--- config.mk ---
export PLATFORM = sky130hd
export DESIGN_NAME = fpc_top
export DESIGN_NICKNAME = d
export VERILOG_FILES = /design/src/shared/fpc_pkg.sv /design/src/design/fpc_sync2.sv /design/src/design/fpc_timer.sv /design/src/design/fpc_top.sv
export VERILOG_INCLUDE_DIRS = /design/src /design/src/shared
export SDC_FILE = /design/constraint.sdc
export NUM_CORES = 1
export LEC_CHECK = 0
export BUFFER_PORTS_ARGS = -buffer_cell sky130_fd_sc_hd__buf_2
export CORE_MARGIN = 5
export CORE_UTILIZATION = 35
export DETAILED_ROUTE_END_ITERATION = 8
export GPL_ROUTABILITY_DRIVEN = 0
export SLEW_MARGIN = 10
export SYNTH_ARGS = -nofsm -noshare
export SYNTH_HDL_FRONTEND = slang
export SYNTH_SLANG_ARGS = --single-unit
--- constraint.sdc ---
create_clock -name clk_i -period 4.4 [get_ports clk_i]
set_input_delay 0.66 -clock clk_i [delete_from_list [all_inputs] [get_ports clk_i]]
set_output_delay 0.66 -clock clk_i [all_outputs]
set_load 0.03 [all_outputs]
--- src/shared/fpc_map.svh ---
// Register offsets, field positions, reset values and timing counts
// Assumes a 250 MHz clock and a byte-addressed 32-bit Wishbone slave
`ifndef FPC_MAP_SVH
`define FPC_MAP_SVH
`define FPC_A_CFG      8'h00
`define FPC_A_TIM      8'h04
`define FPC_A_CMDA     8'h08
`define FPC_A_CMDB     8'h0C
`define FPC_A_CTRL     8'h10
`define FPC_A_STAT     8'h14
`define FPC_A_CNT      8'h18
`define FPC_CFG_MASK   32'h0000FFBF
`define FPC_TIM_MASK   32'h0000FFFF
`define FPC_CMDA_MASK  32'h3FFF01FF
`define FPC_CMDB_MASK  32'hFFFFFFFF
`define FPC_CFG_FDIS   0
`define FPC_CFG_SEEK   1
`define FPC_CFG_LOCK   7
`define FPC_CMDA_HEAD  8
`define FPC_CMDA_MT    27
`define FPC_CMDA_MFM   28
`define FPC_CMDA_WR    29
`define FPC_CMDB_PERP  24
`define FPC_CTRL_GO    0
`define FPC_CTRL_ORST  1
`define FPC_CTRL_RRST  2
`define FPC_FDIS_RST   1'b1
`define FPC_THR_RST    4'h0
`define FPC_PRE_RST    8'h00
`define FPC_GAP2_DEF   8'h16
`define FPC_BASE_LEN   15'h0080
`define FPC_FIRST_SEC  8'h01
`define FPC_CLK_NS     4
`define FPC_UNIT_NS    1000
`define FPC_UNIT_CYC   ((`FPC_UNIT_NS + `FPC_CLK_NS - 1) / `FPC_CLK_NS)
`define FPC_STEP_NS    2000
`define FPC_STEP_CYC   ((`FPC_STEP_NS + `FPC_CLK_NS - 1) / `FPC_CLK_NS)
`endif

--- src/shared/fpc_pkg.sv ---
// Types shared by the command sequencer files
// Assumes fpc_map.svh supplies all numeric constants
package fpc_pkg;
  typedef enum logic [4:0]
  {
    ST_IDLE  = 5'h01,
    ST_SEEK  = 5'h02,
    ST_HLOAD = 5'h04,
    ST_XFER  = 5'h08,
    ST_DONE  = 5'h10
  } fpc_state_t;
  typedef logic [14:0] fpc_len_t;
endpackage

--- src/design/fpc_sync2.sv ---
// Two-stage synchroniser for a pin input
// Assumes the input is asynchronous to clk_i
`timescale 1ns/100ps
`default_nettype none
module fpc_sync2
(
  input  wire logic clk_i,
  input  wire logic rst_i,
  input  wire logic d_i,
  output logic      q_o
);
  logic meta_ff;

  // First stage feeds only the second
  always_ff @(posedge clk_i)
  begin
    if (rst_i)
    begin
      meta_ff <= 1'b0;
      q_o     <= 1'b0;
    end
    else
    begin
      meta_ff <= d_i;
      q_o     <= meta_ff;
    end
  end
endmodule // fpc_sync2
`default_nettype wire

--- src/design/fpc_timer.sv ---
// Interval timer counting programmed units of a fixed cycle length
// Assumes start and stop are one-cycle pulses from the same clock
`timescale 1ns/100ps
`default_nettype none
`include "fpc_map.svh"
module fpc_timer
(
  input  wire logic       clk_i,
  input  wire logic       rst_i,
  input  wire logic       start_i,
  input  wire logic       stop_i,
  input  wire logic [7:0] units_i,
  output logic            busy_o,
  output logic            done_o
);
  localparam logic [15:0] UNIT_LAST = 16'(`FPC_UNIT_CYC - 1);
  logic [15:0] pre_ff;
  logic [7:0]  left_ff;

  // Prescaler and unit count; zero units expire on the next edge
  always_ff @(posedge clk_i)
  begin
    if (rst_i || stop_i)
    begin
      busy_o  <= 1'b0;
      done_o  <= 1'b0;
      pre_ff  <= 16'h0000;
      left_ff <= 8'h00;
    end
    else if (start_i)
    begin
      busy_o  <= 1'b1;
      done_o  <= 1'b0;
      pre_ff  <= 16'h0000;
      left_ff <= units_i;
    end
    else
    begin
      done_o <= 1'b0;
      if (busy_o)
      begin
        if (left_ff == 8'h00)
        begin
          busy_o <= 1'b0;
          done_o <= 1'b1;
        end
        else if (pre_ff == UNIT_LAST)
        begin
          pre_ff  <= 16'h0000;
          left_ff <= left_ff - 8'h01;
        end
        else
        begin
          pre_ff <= pre_ff + 16'h0001;
        end
      end
    end
  end
endmodule // fpc_timer
`default_nettype wire

--- src/design/fpc_top.sv ---
// Floppy command parameter store and execution sequencer
// Assumes a classic Wishbone master and a drive giving one strobe per byte
//
// Implementation choices: the Wishbone interface to the registers and the register addresses.
`timescale 1ns/100ps
`default_nettype none
`include "fpc_map.svh"
module fpc_top
(
  input  wire logic        clk_i,
  input  wire logic        rst_i,
  input  wire logic        wb_cyc_i,
  input  wire logic        wb_stb_i,
  input  wire logic        wb_we_i,
  input  wire logic [3:0]  wb_sel_i,
  input  wire logic [7:0]  wb_adr_i,
  input  wire logic [31:0] wb_dat_i,
  output logic      [31:0] wb_dat_o,
  output logic             wb_ack_o,
  input  wire logic        byte_rdy_i,
  output logic             head_load_o,
  output logic             side_o,
  output logic             step_o,
  output logic             dir_o,
  output logic             mfm_o,
  output logic             write_o,
  output logic             fifo_en_o,
  output logic      [3:0]  fifo_thr_o,
  output logic      [7:0]  precomp_trk_o,
  output logic      [7:0]  gap2_o,
  output logic      [7:0]  gap3_o,
  output logic             host_byte_o,
  output logic             fill_byte_o
);
  localparam logic [9:0] STEP_LAST = 10'(`FPC_STEP_CYC - 1);

  fpc_pkg::fpc_state_t st_ff;
  logic [31:0] cfg_ff, tim_ff, cmda_ff, cmdb_ff;
  logic [7:0]  ex_cyl_ff, ex_eot_ff, ex_gpl_ff, ex_gap2_ff, ex_dtl_ff, ex_hut_ff;
  logic [7:0]  cur_sec_ff, pcn_ff;
  logic [2:0]  ex_n_ff;
  logic        ex_mt_ff, ex_mfm_ff, ex_wr_ff, ex_perp_ff, cur_head_ff;
  logic        head_ff, hl_start_ff, hu_start_ff;
  logic [9:0]  step_cnt_ff;
  logic [14:0] byte_idx_ff;
  logic [15:0] host_cnt_ff;
  logic        rdy_s, rdy_d_ff, byte_ev;
  logic        hl_done_w, hu_done_w, hu_busy_w;
  logic        bus_req, bus_wr;
  logic [31:0] wmask;
  logic        go_w, soft_rst_w, last_byte_w, seek_need_w;
  fpc_pkg::fpc_len_t sect_len_w, host_len_w;

  ////////////////////////////////////////////////////////////////////////////
  // Drive byte strobe, synchronised then edge detected
  fpc_sync2 u_sync
  (
    .clk_i (clk_i),
    .rst_i (rst_i),
    .d_i   (byte_rdy_i),
    .q_o   (rdy_s)
  );

  always_ff @(posedge clk_i)
  begin
    if (rst_i)
      rdy_d_ff <= 1'b0;
    else
      rdy_d_ff <= rdy_s;
  end
  assign byte_ev = rdy_s & ~rdy_d_ff;

  ////////////////////////////////////////////////////////////////////////////
  // Wishbone decode; one wait state, ack drops the cycle after
  assign bus_req = wb_cyc_i & wb_stb_i & ~wb_ack_o;
  assign bus_wr  = bus_req & wb_we_i;
  assign wmask   = {{8{wb_sel_i[3]}}, {8{wb_sel_i[2]}}, {8{wb_sel_i[1]}}, {8{wb_sel_i[0]}}};

  function automatic logic [31:0] merge(input logic [31:0] old, input logic [31:0] msk);
    merge = ((old & ~wmask) | (wb_dat_i & wmask)) & msk;
  endfunction

  // Either reset bit counts as a software reset, never a hardware one
  assign soft_rst_w = bus_wr && wb_adr_i == `FPC_A_CTRL && wb_sel_i[0] &&
                      (wb_dat_i[`FPC_CTRL_ORST] || wb_dat_i[`FPC_CTRL_RRST]);
  // Start is ignored while a command runs
  assign go_w = bus_wr && wb_adr_i == `FPC_A_CTRL && wb_sel_i[0] &&
                wb_dat_i[`FPC_CTRL_GO] && !soft_rst_w && st_ff == fpc_pkg::ST_IDLE;

  always_ff @(posedge clk_i)
  begin
    if (rst_i)
      wb_ack_o <= 1'b0;
    else
      wb_ack_o <= bus_req;
  end

  // Read mux; unmapped offsets read zero and ignore writes
  always_ff @(posedge clk_i)
  begin
    if (rst_i)
      wb_dat_o <= 32'h00000000;
    else if (bus_req && !wb_we_i)
    begin
      case (wb_adr_i)
        `FPC_A_CFG:  wb_dat_o <= cfg_ff;
        `FPC_A_TIM:  wb_dat_o <= tim_ff;
        `FPC_A_CMDA: wb_dat_o <= cmda_ff;
        `FPC_A_CMDB: wb_dat_o <= cmdb_ff;
        `FPC_A_STAT: wb_dat_o <= {3'h0, st_ff, pcn_ff, cur_sec_ff, 5'h00, cur_head_ff, head_ff,
                                  st_ff != fpc_pkg::ST_IDLE};
        `FPC_A_CNT:  wb_dat_o <= {16'h0000, host_cnt_ff};
        default:     wb_dat_o <= 32'h00000000;
      endcase
    end
  end

  ////////////////////////////////////////////////////////////////////////////
  // Configuration word; lock guards it against software reset
  always_ff @(posedge clk_i)
  begin
    if (rst_i)
      cfg_ff <= {16'h0000, `FPC_PRE_RST, 2'b00, `FPC_THR_RST, 1'b0, `FPC_FDIS_RST};
    else if (soft_rst_w && !cfg_ff[`FPC_CFG_LOCK])
      cfg_ff <= {16'h0000, `FPC_PRE_RST, 1'b0, 1'b0, `FPC_THR_RST, cfg_ff[`FPC_CFG_SEEK],
                 `FPC_FDIS_RST};
    else if (bus_wr && wb_adr_i == `FPC_A_CFG)
      cfg_ff <= merge(cfg_ff, `FPC_CFG_MASK);
  end

  // Head intervals and the command words; host may rewrite them any time
  always_ff @(posedge clk_i)
  begin
    if (rst_i)
    begin
      tim_ff  <= 32'h00000000;
      cmda_ff <= 32'h00000000;
      cmdb_ff <= 32'h00000000;
    end
    else if (bus_wr)
    begin
      if (wb_adr_i == `FPC_A_TIM)
        tim_ff <= merge(tim_ff, `FPC_TIM_MASK);
      if (wb_adr_i == `FPC_A_CMDA)
        cmda_ff <= merge(cmda_ff, `FPC_CMDA_MASK);
      if (wb_adr_i == `FPC_A_CMDB)
        cmdb_ff <= merge(cmdb_ff, `FPC_CMDB_MASK);
    end
  end

  ////////////////////////////////////////////////////////////////////////////
  // Parameter snapshot at start, untouched until the next start
  always_ff @(posedge clk_i)
  begin
    if (rst_i)
    begin
      ex_cyl_ff  <= 8'h00;
      ex_eot_ff  <= 8'h00;
      ex_gpl_ff  <= 8'h00;
      ex_gap2_ff <= 8'h00;
      ex_dtl_ff  <= 8'h00;
      ex_hut_ff  <= 8'h00;
      ex_n_ff    <= 3'h0;
      ex_mt_ff   <= 1'b0;
      ex_mfm_ff  <= 1'b0;
      ex_wr_ff   <= 1'b0;
      ex_perp_ff <= 1'b0;
    end
    else if (go_w)
    begin
      ex_cyl_ff  <= cmda_ff[7:0];
      ex_eot_ff  <= cmdb_ff[7:0];
      ex_gpl_ff  <= cmdb_ff[15:8];
      ex_gap2_ff <= cmdb_ff[23:16];
      ex_perp_ff <= cmdb_ff[`FPC_CMDB_PERP];
      ex_dtl_ff  <= cmdb_ff[31:24];
      ex_hut_ff  <= tim_ff[15:8];
      ex_n_ff    <= cmda_ff[26:24];
      ex_mt_ff   <= cmda_ff[`FPC_CMDA_MT];
      ex_mfm_ff  <= cmda_ff[`FPC_CMDA_MFM];
      ex_wr_ff   <= cmda_ff[`FPC_CMDA_WR];
    end
  end

  ////////////////////////////////////////////////////////////////////////////
  // Sector length and host byte count
  assign sect_len_w  = fpc_pkg::fpc_len_t'(`FPC_BASE_LEN << ex_n_ff);
  // Code zero moves only the special length, capped at the 128-byte sector
  assign host_len_w  = (ex_n_ff != 3'h0) ? sect_len_w :
                       (ex_dtl_ff > 8'h80) ? `FPC_BASE_LEN : {7'h00, ex_dtl_ff};
  assign last_byte_w = byte_idx_ff == sect_len_w - 15'h0001;
  assign seek_need_w = cfg_ff[`FPC_CFG_SEEK] && cmda_ff[7:0] != pcn_ff;

  // Head timers; load timer runs after every seek, and otherwise only when the head is not down with the unload timer running
  fpc_timer u_hl
  (
    .clk_i   (clk_i),
    .rst_i   (rst_i),
    .start_i (hl_start_ff),
    .stop_i  (soft_rst_w),
    .units_i (tim_ff[7:0]),
    .busy_o  (),
    .done_o  (hl_done_w)
  );

  fpc_timer u_hu
  (
    .clk_i   (clk_i),
    .rst_i   (rst_i),
    .start_i (hu_start_ff),
    .stop_i  (soft_rst_w | go_w),
    .units_i (ex_hut_ff),
    .busy_o  (hu_busy_w),
    .done_o  (hu_done_w)
  );

  // Head load flag
  always_ff @(posedge clk_i)
  begin
    if (rst_i || soft_rst_w)
      head_ff <= 1'b0;
    else if (hl_start_ff)
      head_ff <= 1'b1;
    else if (hu_done_w && st_ff == fpc_pkg::ST_IDLE)
      head_ff <= 1'b0;
  end

  ////////////////////////////////////////////////////////////////////////////
  // Command sequencer: seek, head load, sector transfer, done
  always_ff @(posedge clk_i)
  begin
    if (rst_i || soft_rst_w)
    begin
      st_ff       <= fpc_pkg::ST_IDLE;
      hl_start_ff <= 1'b0;
      hu_start_ff <= 1'b0;
      step_o      <= 1'b0;
      step_cnt_ff <= 10'h000;
      cur_sec_ff  <= 8'h00;
      cur_head_ff <= 1'b0;
      byte_idx_ff <= 15'h0000;
      host_cnt_ff <= 16'h0000;
      host_byte_o <= 1'b0;
      fill_byte_o <= 1'b0;
    end
    else
    begin
      hl_start_ff <= 1'b0;
      hu_start_ff <= 1'b0;
      step_o      <= 1'b0;
      host_byte_o <= 1'b0;
      fill_byte_o <= 1'b0;
      case (st_ff)
        fpc_pkg::ST_IDLE:
        begin
          if (go_w)
          begin
            cur_sec_ff  <= cmda_ff[23:16];
            cur_head_ff <= cmda_ff[`FPC_CMDA_HEAD];
            byte_idx_ff <= 15'h0000;
            host_cnt_ff <= 16'h0000;
            step_cnt_ff <= 10'h000;
            if (seek_need_w)
              st_ff <= fpc_pkg::ST_SEEK;
            else if (head_ff && hu_busy_w)
              st_ff <= fpc_pkg::ST_XFER;
            else
            begin
              st_ff       <= fpc_pkg::ST_HLOAD;
              hl_start_ff <= 1'b1;
            end
          end
        end
        fpc_pkg::ST_SEEK:
        begin
          if (pcn_ff == ex_cyl_ff)
          begin
            st_ff       <= fpc_pkg::ST_HLOAD;
            hl_start_ff <= 1'b1;
          end
          else if (step_cnt_ff == STEP_LAST)
          begin
            step_cnt_ff <= 10'h000;
            step_o      <= 1'b1;
          end
          else
            step_cnt_ff <= step_cnt_ff + 10'h001;
        end
        fpc_pkg::ST_HLOAD:
        begin
          if (hl_done_w)
            st_ff <= fpc_pkg::ST_XFER;
        end
        fpc_pkg::ST_XFER:
        begin
          if (byte_ev)
          begin
            // Beyond the host count: reads discard, writes put zero bytes
            if (byte_idx_ff < host_len_w)
            begin
              host_byte_o <= 1'b1;
              host_cnt_ff <= host_cnt_ff + 16'h0001;
            end
            else
              fill_byte_o <= 1'b1;
            if (!last_byte_w)
              byte_idx_ff <= byte_idx_ff + 15'h0001;
            else
            begin
              byte_idx_ff <= 15'h0000;
              if (cur_sec_ff != ex_eot_ff)
                cur_sec_ff <= cur_sec_ff + 8'h01;
              else if (ex_mt_ff && !cur_head_ff)
              begin
                cur_head_ff <= 1'b1;
                cur_sec_ff  <= `FPC_FIRST_SEC;
              end
              else
                st_ff <= fpc_pkg::ST_DONE;
            end
          end
        end
        fpc_pkg::ST_DONE:
        begin
          hu_start_ff <= 1'b1;
          st_ff       <= fpc_pkg::ST_IDLE;
        end
        default:
          st_ff <= fpc_pkg::ST_IDLE;
      endcase
    end
  end

  // Present cylinder follows every step pulse
  always_ff @(posedge clk_i)
  begin
    if (rst_i)
      pcn_ff <= 8'h00;
    else if (step_o)
      pcn_ff <= dir_o ? pcn_ff + 8'h01 : pcn_ff - 8'h01;
  end

  ////////////////////////////////////////////////////////////////////////////
  // Registered drive and data path controls
  always_ff @(posedge clk_i)
  begin
    if (rst_i)
    begin
      head_load_o   <= 1'b0;
      side_o        <= 1'b0;
      dir_o         <= 1'b0;
      mfm_o         <= 1'b0;
      write_o       <= 1'b0;
      fifo_en_o     <= 1'b0;
      fifo_thr_o    <= 4'h0;
      precomp_trk_o <= 8'h00;
      gap2_o        <= 8'h00;
      gap3_o        <= 8'h00;
    end
    else
    begin
      head_load_o   <= head_ff;
      side_o        <= cur_head_ff;
      dir_o         <= ex_cyl_ff > pcn_ff;
      mfm_o         <= ex_mfm_ff;
      write_o       <= ex_wr_ff && st_ff == fpc_pkg::ST_XFER;
      fifo_en_o     <= !cfg_ff[`FPC_CFG_FDIS];
      fifo_thr_o    <= cfg_ff[5:2];
      precomp_trk_o <= cfg_ff[15:8];
      gap2_o        <= ex_perp_ff ? ex_gap2_ff : `FPC_GAP2_DEF;
      gap3_o        <= ex_gpl_ff;
    end
  end
endmodule // fpc_top
`default_nettype wire

==> metrics.md <==
| Metric | Value |
|---|---|
| Combinational family with the most area after synthesis | simple AND/OR/NAND/NOR gates |
| Critical path startpoint category | register |
| Layout cell share with drive strength beyond 1 | about an eighth |
| Gr usage total | 17.6% |
| Placed insts | 2,310 |
| Remaining Overflow, GRT | 0 |
| Number of global-route vias before repair | roughly 12,000 |
| Root Buffer | clkbuf_16 |
| Via density | between 5 and 6 |
| Nets | between 1,500 and 2,000 |
| Area delta synth->final | 15.8% |
| Clk buf depth | 3 |
| Synth Net Count | 1,808 |
| MaxCap Viol Count | 0 |
| Worst Tran Pin Value | 1.23 ns |
| Synth Area in Adders | roughly 3.7% |
| Status | completed |
| ANT cells | 0 |
| Routed wire per std cell | 17.9 um |
| Core ar. | 41,900 um2 |
| Fin crit period | 3.73 ns |
| FF-to-FF Start | ex_n_ff[0] |
| Starting density of the core | 35.3% |
| Setup TNS after final layout | 0 ns |
| I/O Pins | 120 |
| Drt total wl | 42,400 um |
| Crit path max fanout | 16 |
| DP Wirelength | 31,000 um |
| Core Util, Final | 40.9% |
| CP endpoint kind | register |
| RSZ-0062 raised after global routing | no |
| Commonest non-fill, non-tap cells in the layout | dfxtp_1, nor2_1, nand2_1 |
| Worst Setup Path Type | reg -> reg |
| Cell Pwr Density | approximately 370 nW/um2 |
| Hold crit path type | in -> reg |
| Hold path start | byte_rdy_i |
| CTS Sinks | 331 |
| Xor and xnor fraction of the mapped netlist area | approximately 6% |
| Die W | 216 um |
| Slew HR | between 10% and 20% |
| Final Hold Vio Count | 0 |
| Fraction of registers with async set/reset | 0% |
| Seq/Total Area, Yosys | around 45% |
| Period Utilization, post-route | a little over four fifths |
| Die Y | ~220 um |
| Hold EP | u_sync.meta_ff |
| Port bufs | 119 |
| TritonCTS clock tree | done |
| TritonCTS buffer count | 36 |
| Number of fill cells | roughly 4,100 |
| 1st-iter DRT viols | 975 |
| Yosys cell types | between 70 and 80 |
| Final setup fails | 0 |
| FF-to-FF End | host_cnt_ff[12] |
| Achievable frequency | between 200 and 300 MHz |
| Post-detailed-route DRC marker count | 0 |
| #FFs+latches synth | 331 |
| Multiplexer share of the synthesized area | 6.91% |
| Post-route ant nets | 0 |
| Postcts setup bufs | 0 |
| Commonest non-fill, non-tap cell in the layout | dfxtp_1 |
| PostCTS Resize Cnt | 0 |
| WHS | 0.353 ns |
| Pleak | 6.12 nW |
| Post-Synthesis Cells | 1,715 |
| Crit. Startpoint | ex_n_ff[0] |
| Number of flops mapped to enable cells by yosys | 0 |
| Req. time, crit path | 4.81 ns |
| Worst Skew | 0.0122 ns |
| Simple-gate area share of the yosys netlist | a little under a quarter |
| Initial antenna violation count | 0 |
| TritonRoute pass-1 iters | 6 |
| Die ar. | 46,500 um2 |
| VDD IR max | ~0.29 mV |
| Post-Syn Area | approximately 15,000 um2 |
| Ys flop type | dfxtp_1 |
| Worst Hold Path Cells | 2 |
| # rows | 75 |
| Max Transition Viols Final | 0 |
| Reg2Reg Depth | 13 |
| Via Count | 12,528 |
| Non-Filler Instances | about 2,400 |
| Synth Area in Compound Gates | 12.5% |
| Post-Syn Area per Cell | 8.63 um2 |
| YS warnings | 0 |
| CTS Hold Buffers Added | 0 |
| Clock-pin slew on the worst setup and hold paths | 0.06 ns |
| CTS H-Tree Depth | 2 |
| R2r setup slk | 0.67 ns |
| First-pass GRT wire length | slightly below 70,000 um |
| Worst-Skew Late Latency | 0.53 ns |
| Largest net degree at the start of global routing | 92 |
| Critical path arrival | 4.14 ns |
[report_power, final]
group	total (W)	internal [W]	switching [W]
registers	0.00303	0.00301	0.0000157
clock network	0.00313	0.00191	0.00122
logic	0.000210	0.0000613	0.000149
[cell usage after synthesis (4+ instances only)]
cell type,count,area share [%]
nor3_1,27,0.91
o21ai_0,37,1.3
nor4b_1,6,0.35
a222oi_1,21,1.4
nor2_1,267,6.8
and4_1,6,0.35
and2_1,9,0.38
nand3_1,43,1.5
o211a_1,4,0.27
inv_1,50,1.3
nor2_2,8,0.34
nand2b_1,8,0.34
dfxtp_1,331,45
a21oi_1,130,4.4
a211oi_1,7,0.35
nand3b_1,4,0.20
nor2b_1,36,1.5
o211ai_1,4,0.20
a31oi_1,9,0.38
and3_1,21,0.89
o21a_1,9,0.46
clkbuf_1,73,1.9
or3_1,10,0.42
nor3b_1,5,0.25
nand2_1,197,5.0
a22oi_1,26,1.3
nand4_1,28,1.2
nor4_1,21,0.89
mux2_2,4,0.30
ha_1,42,3.5
mux2i_1,91,6.2
xnor2_1,62,3.7
xor2_1,40,2.4
buf_2,10,0.34
[metrics by stage]
step	cell area, um2	total power, W	setup slack [ns]
CTS	17100	0.00643	0.687
finish	17100	0.00637	0.670
detailed placement	15900	0.00330	0.711
global route	17100	0.00659	0.295
floorplan	14800	0.00322	1.16
global placement	15900	0.00330	0.843
[layout make-up]
class | instances | area (um2) | area share (%)
Tap cell | 539 | 674 | 3.93
Clock inverter | 9 | 155 | 0.905
Multi-Input combinational cell | 1247 | 7650 | 44.6
Inverter | 50 | 188 | 1.09
Sequential cell | 331 | 6630 | 38.7
Timing Repair Buffer | 143 | 782 | 4.56
Clock buffer | 53 | 1070 | 6.22
[layer usage]
metal  track usage (%)  wire (um)  vias to the layer above  share of wire, %
li1                  -          -                     6139                 -
met1              24.1      19800                     5947                47
met2              28.3      19100                      356                45
met3              2.73       2130                       86               5.0
met4              6.46       1410                        0               3.3
met5                 0          0                        -                 0
[worst max path at each step]
stage                            to  slack (ns)  depth (start not counted)
floorplan           host_cnt_ff[13]        1.16                         14
global placement     byte_idx_ff[9]        0.84                          8
detailed placement  host_cnt_ff[12]        0.71                         13
CTS                 host_cnt_ff[12]        0.69                         13
global route        host_cnt_ff[12]        0.30                         13
finish              host_cnt_ff[12]        0.67                         13
[critical path: stages, from the launching register on]
cell and delay (ns):
dfxtp_1 0.43, nor3_1 0.39, inv_1 0.14, nor2_1 0.31, nand2_1 0.11, ha_1 0.30
o21a_1 0.12, o211a_1 0.14, o221ai_1 0.11, buf_4 0.18, a21oi_1 0.95, nor4b_1 0.15
xnor2_1 0.21, nor2_1 0.06
[cells by family after synthesis]
family                   Yosys count
flip-flops                       331
adder cells (fa/ha/maj)           43
AO/OA/AOI/OAI                    288
AND/OR/NAND/NOR                  716
buffers and inverters            137
multiplexers                      98
XOR/XNOR                         102
No activity file was read; power rests on OpenSTA's default activity.
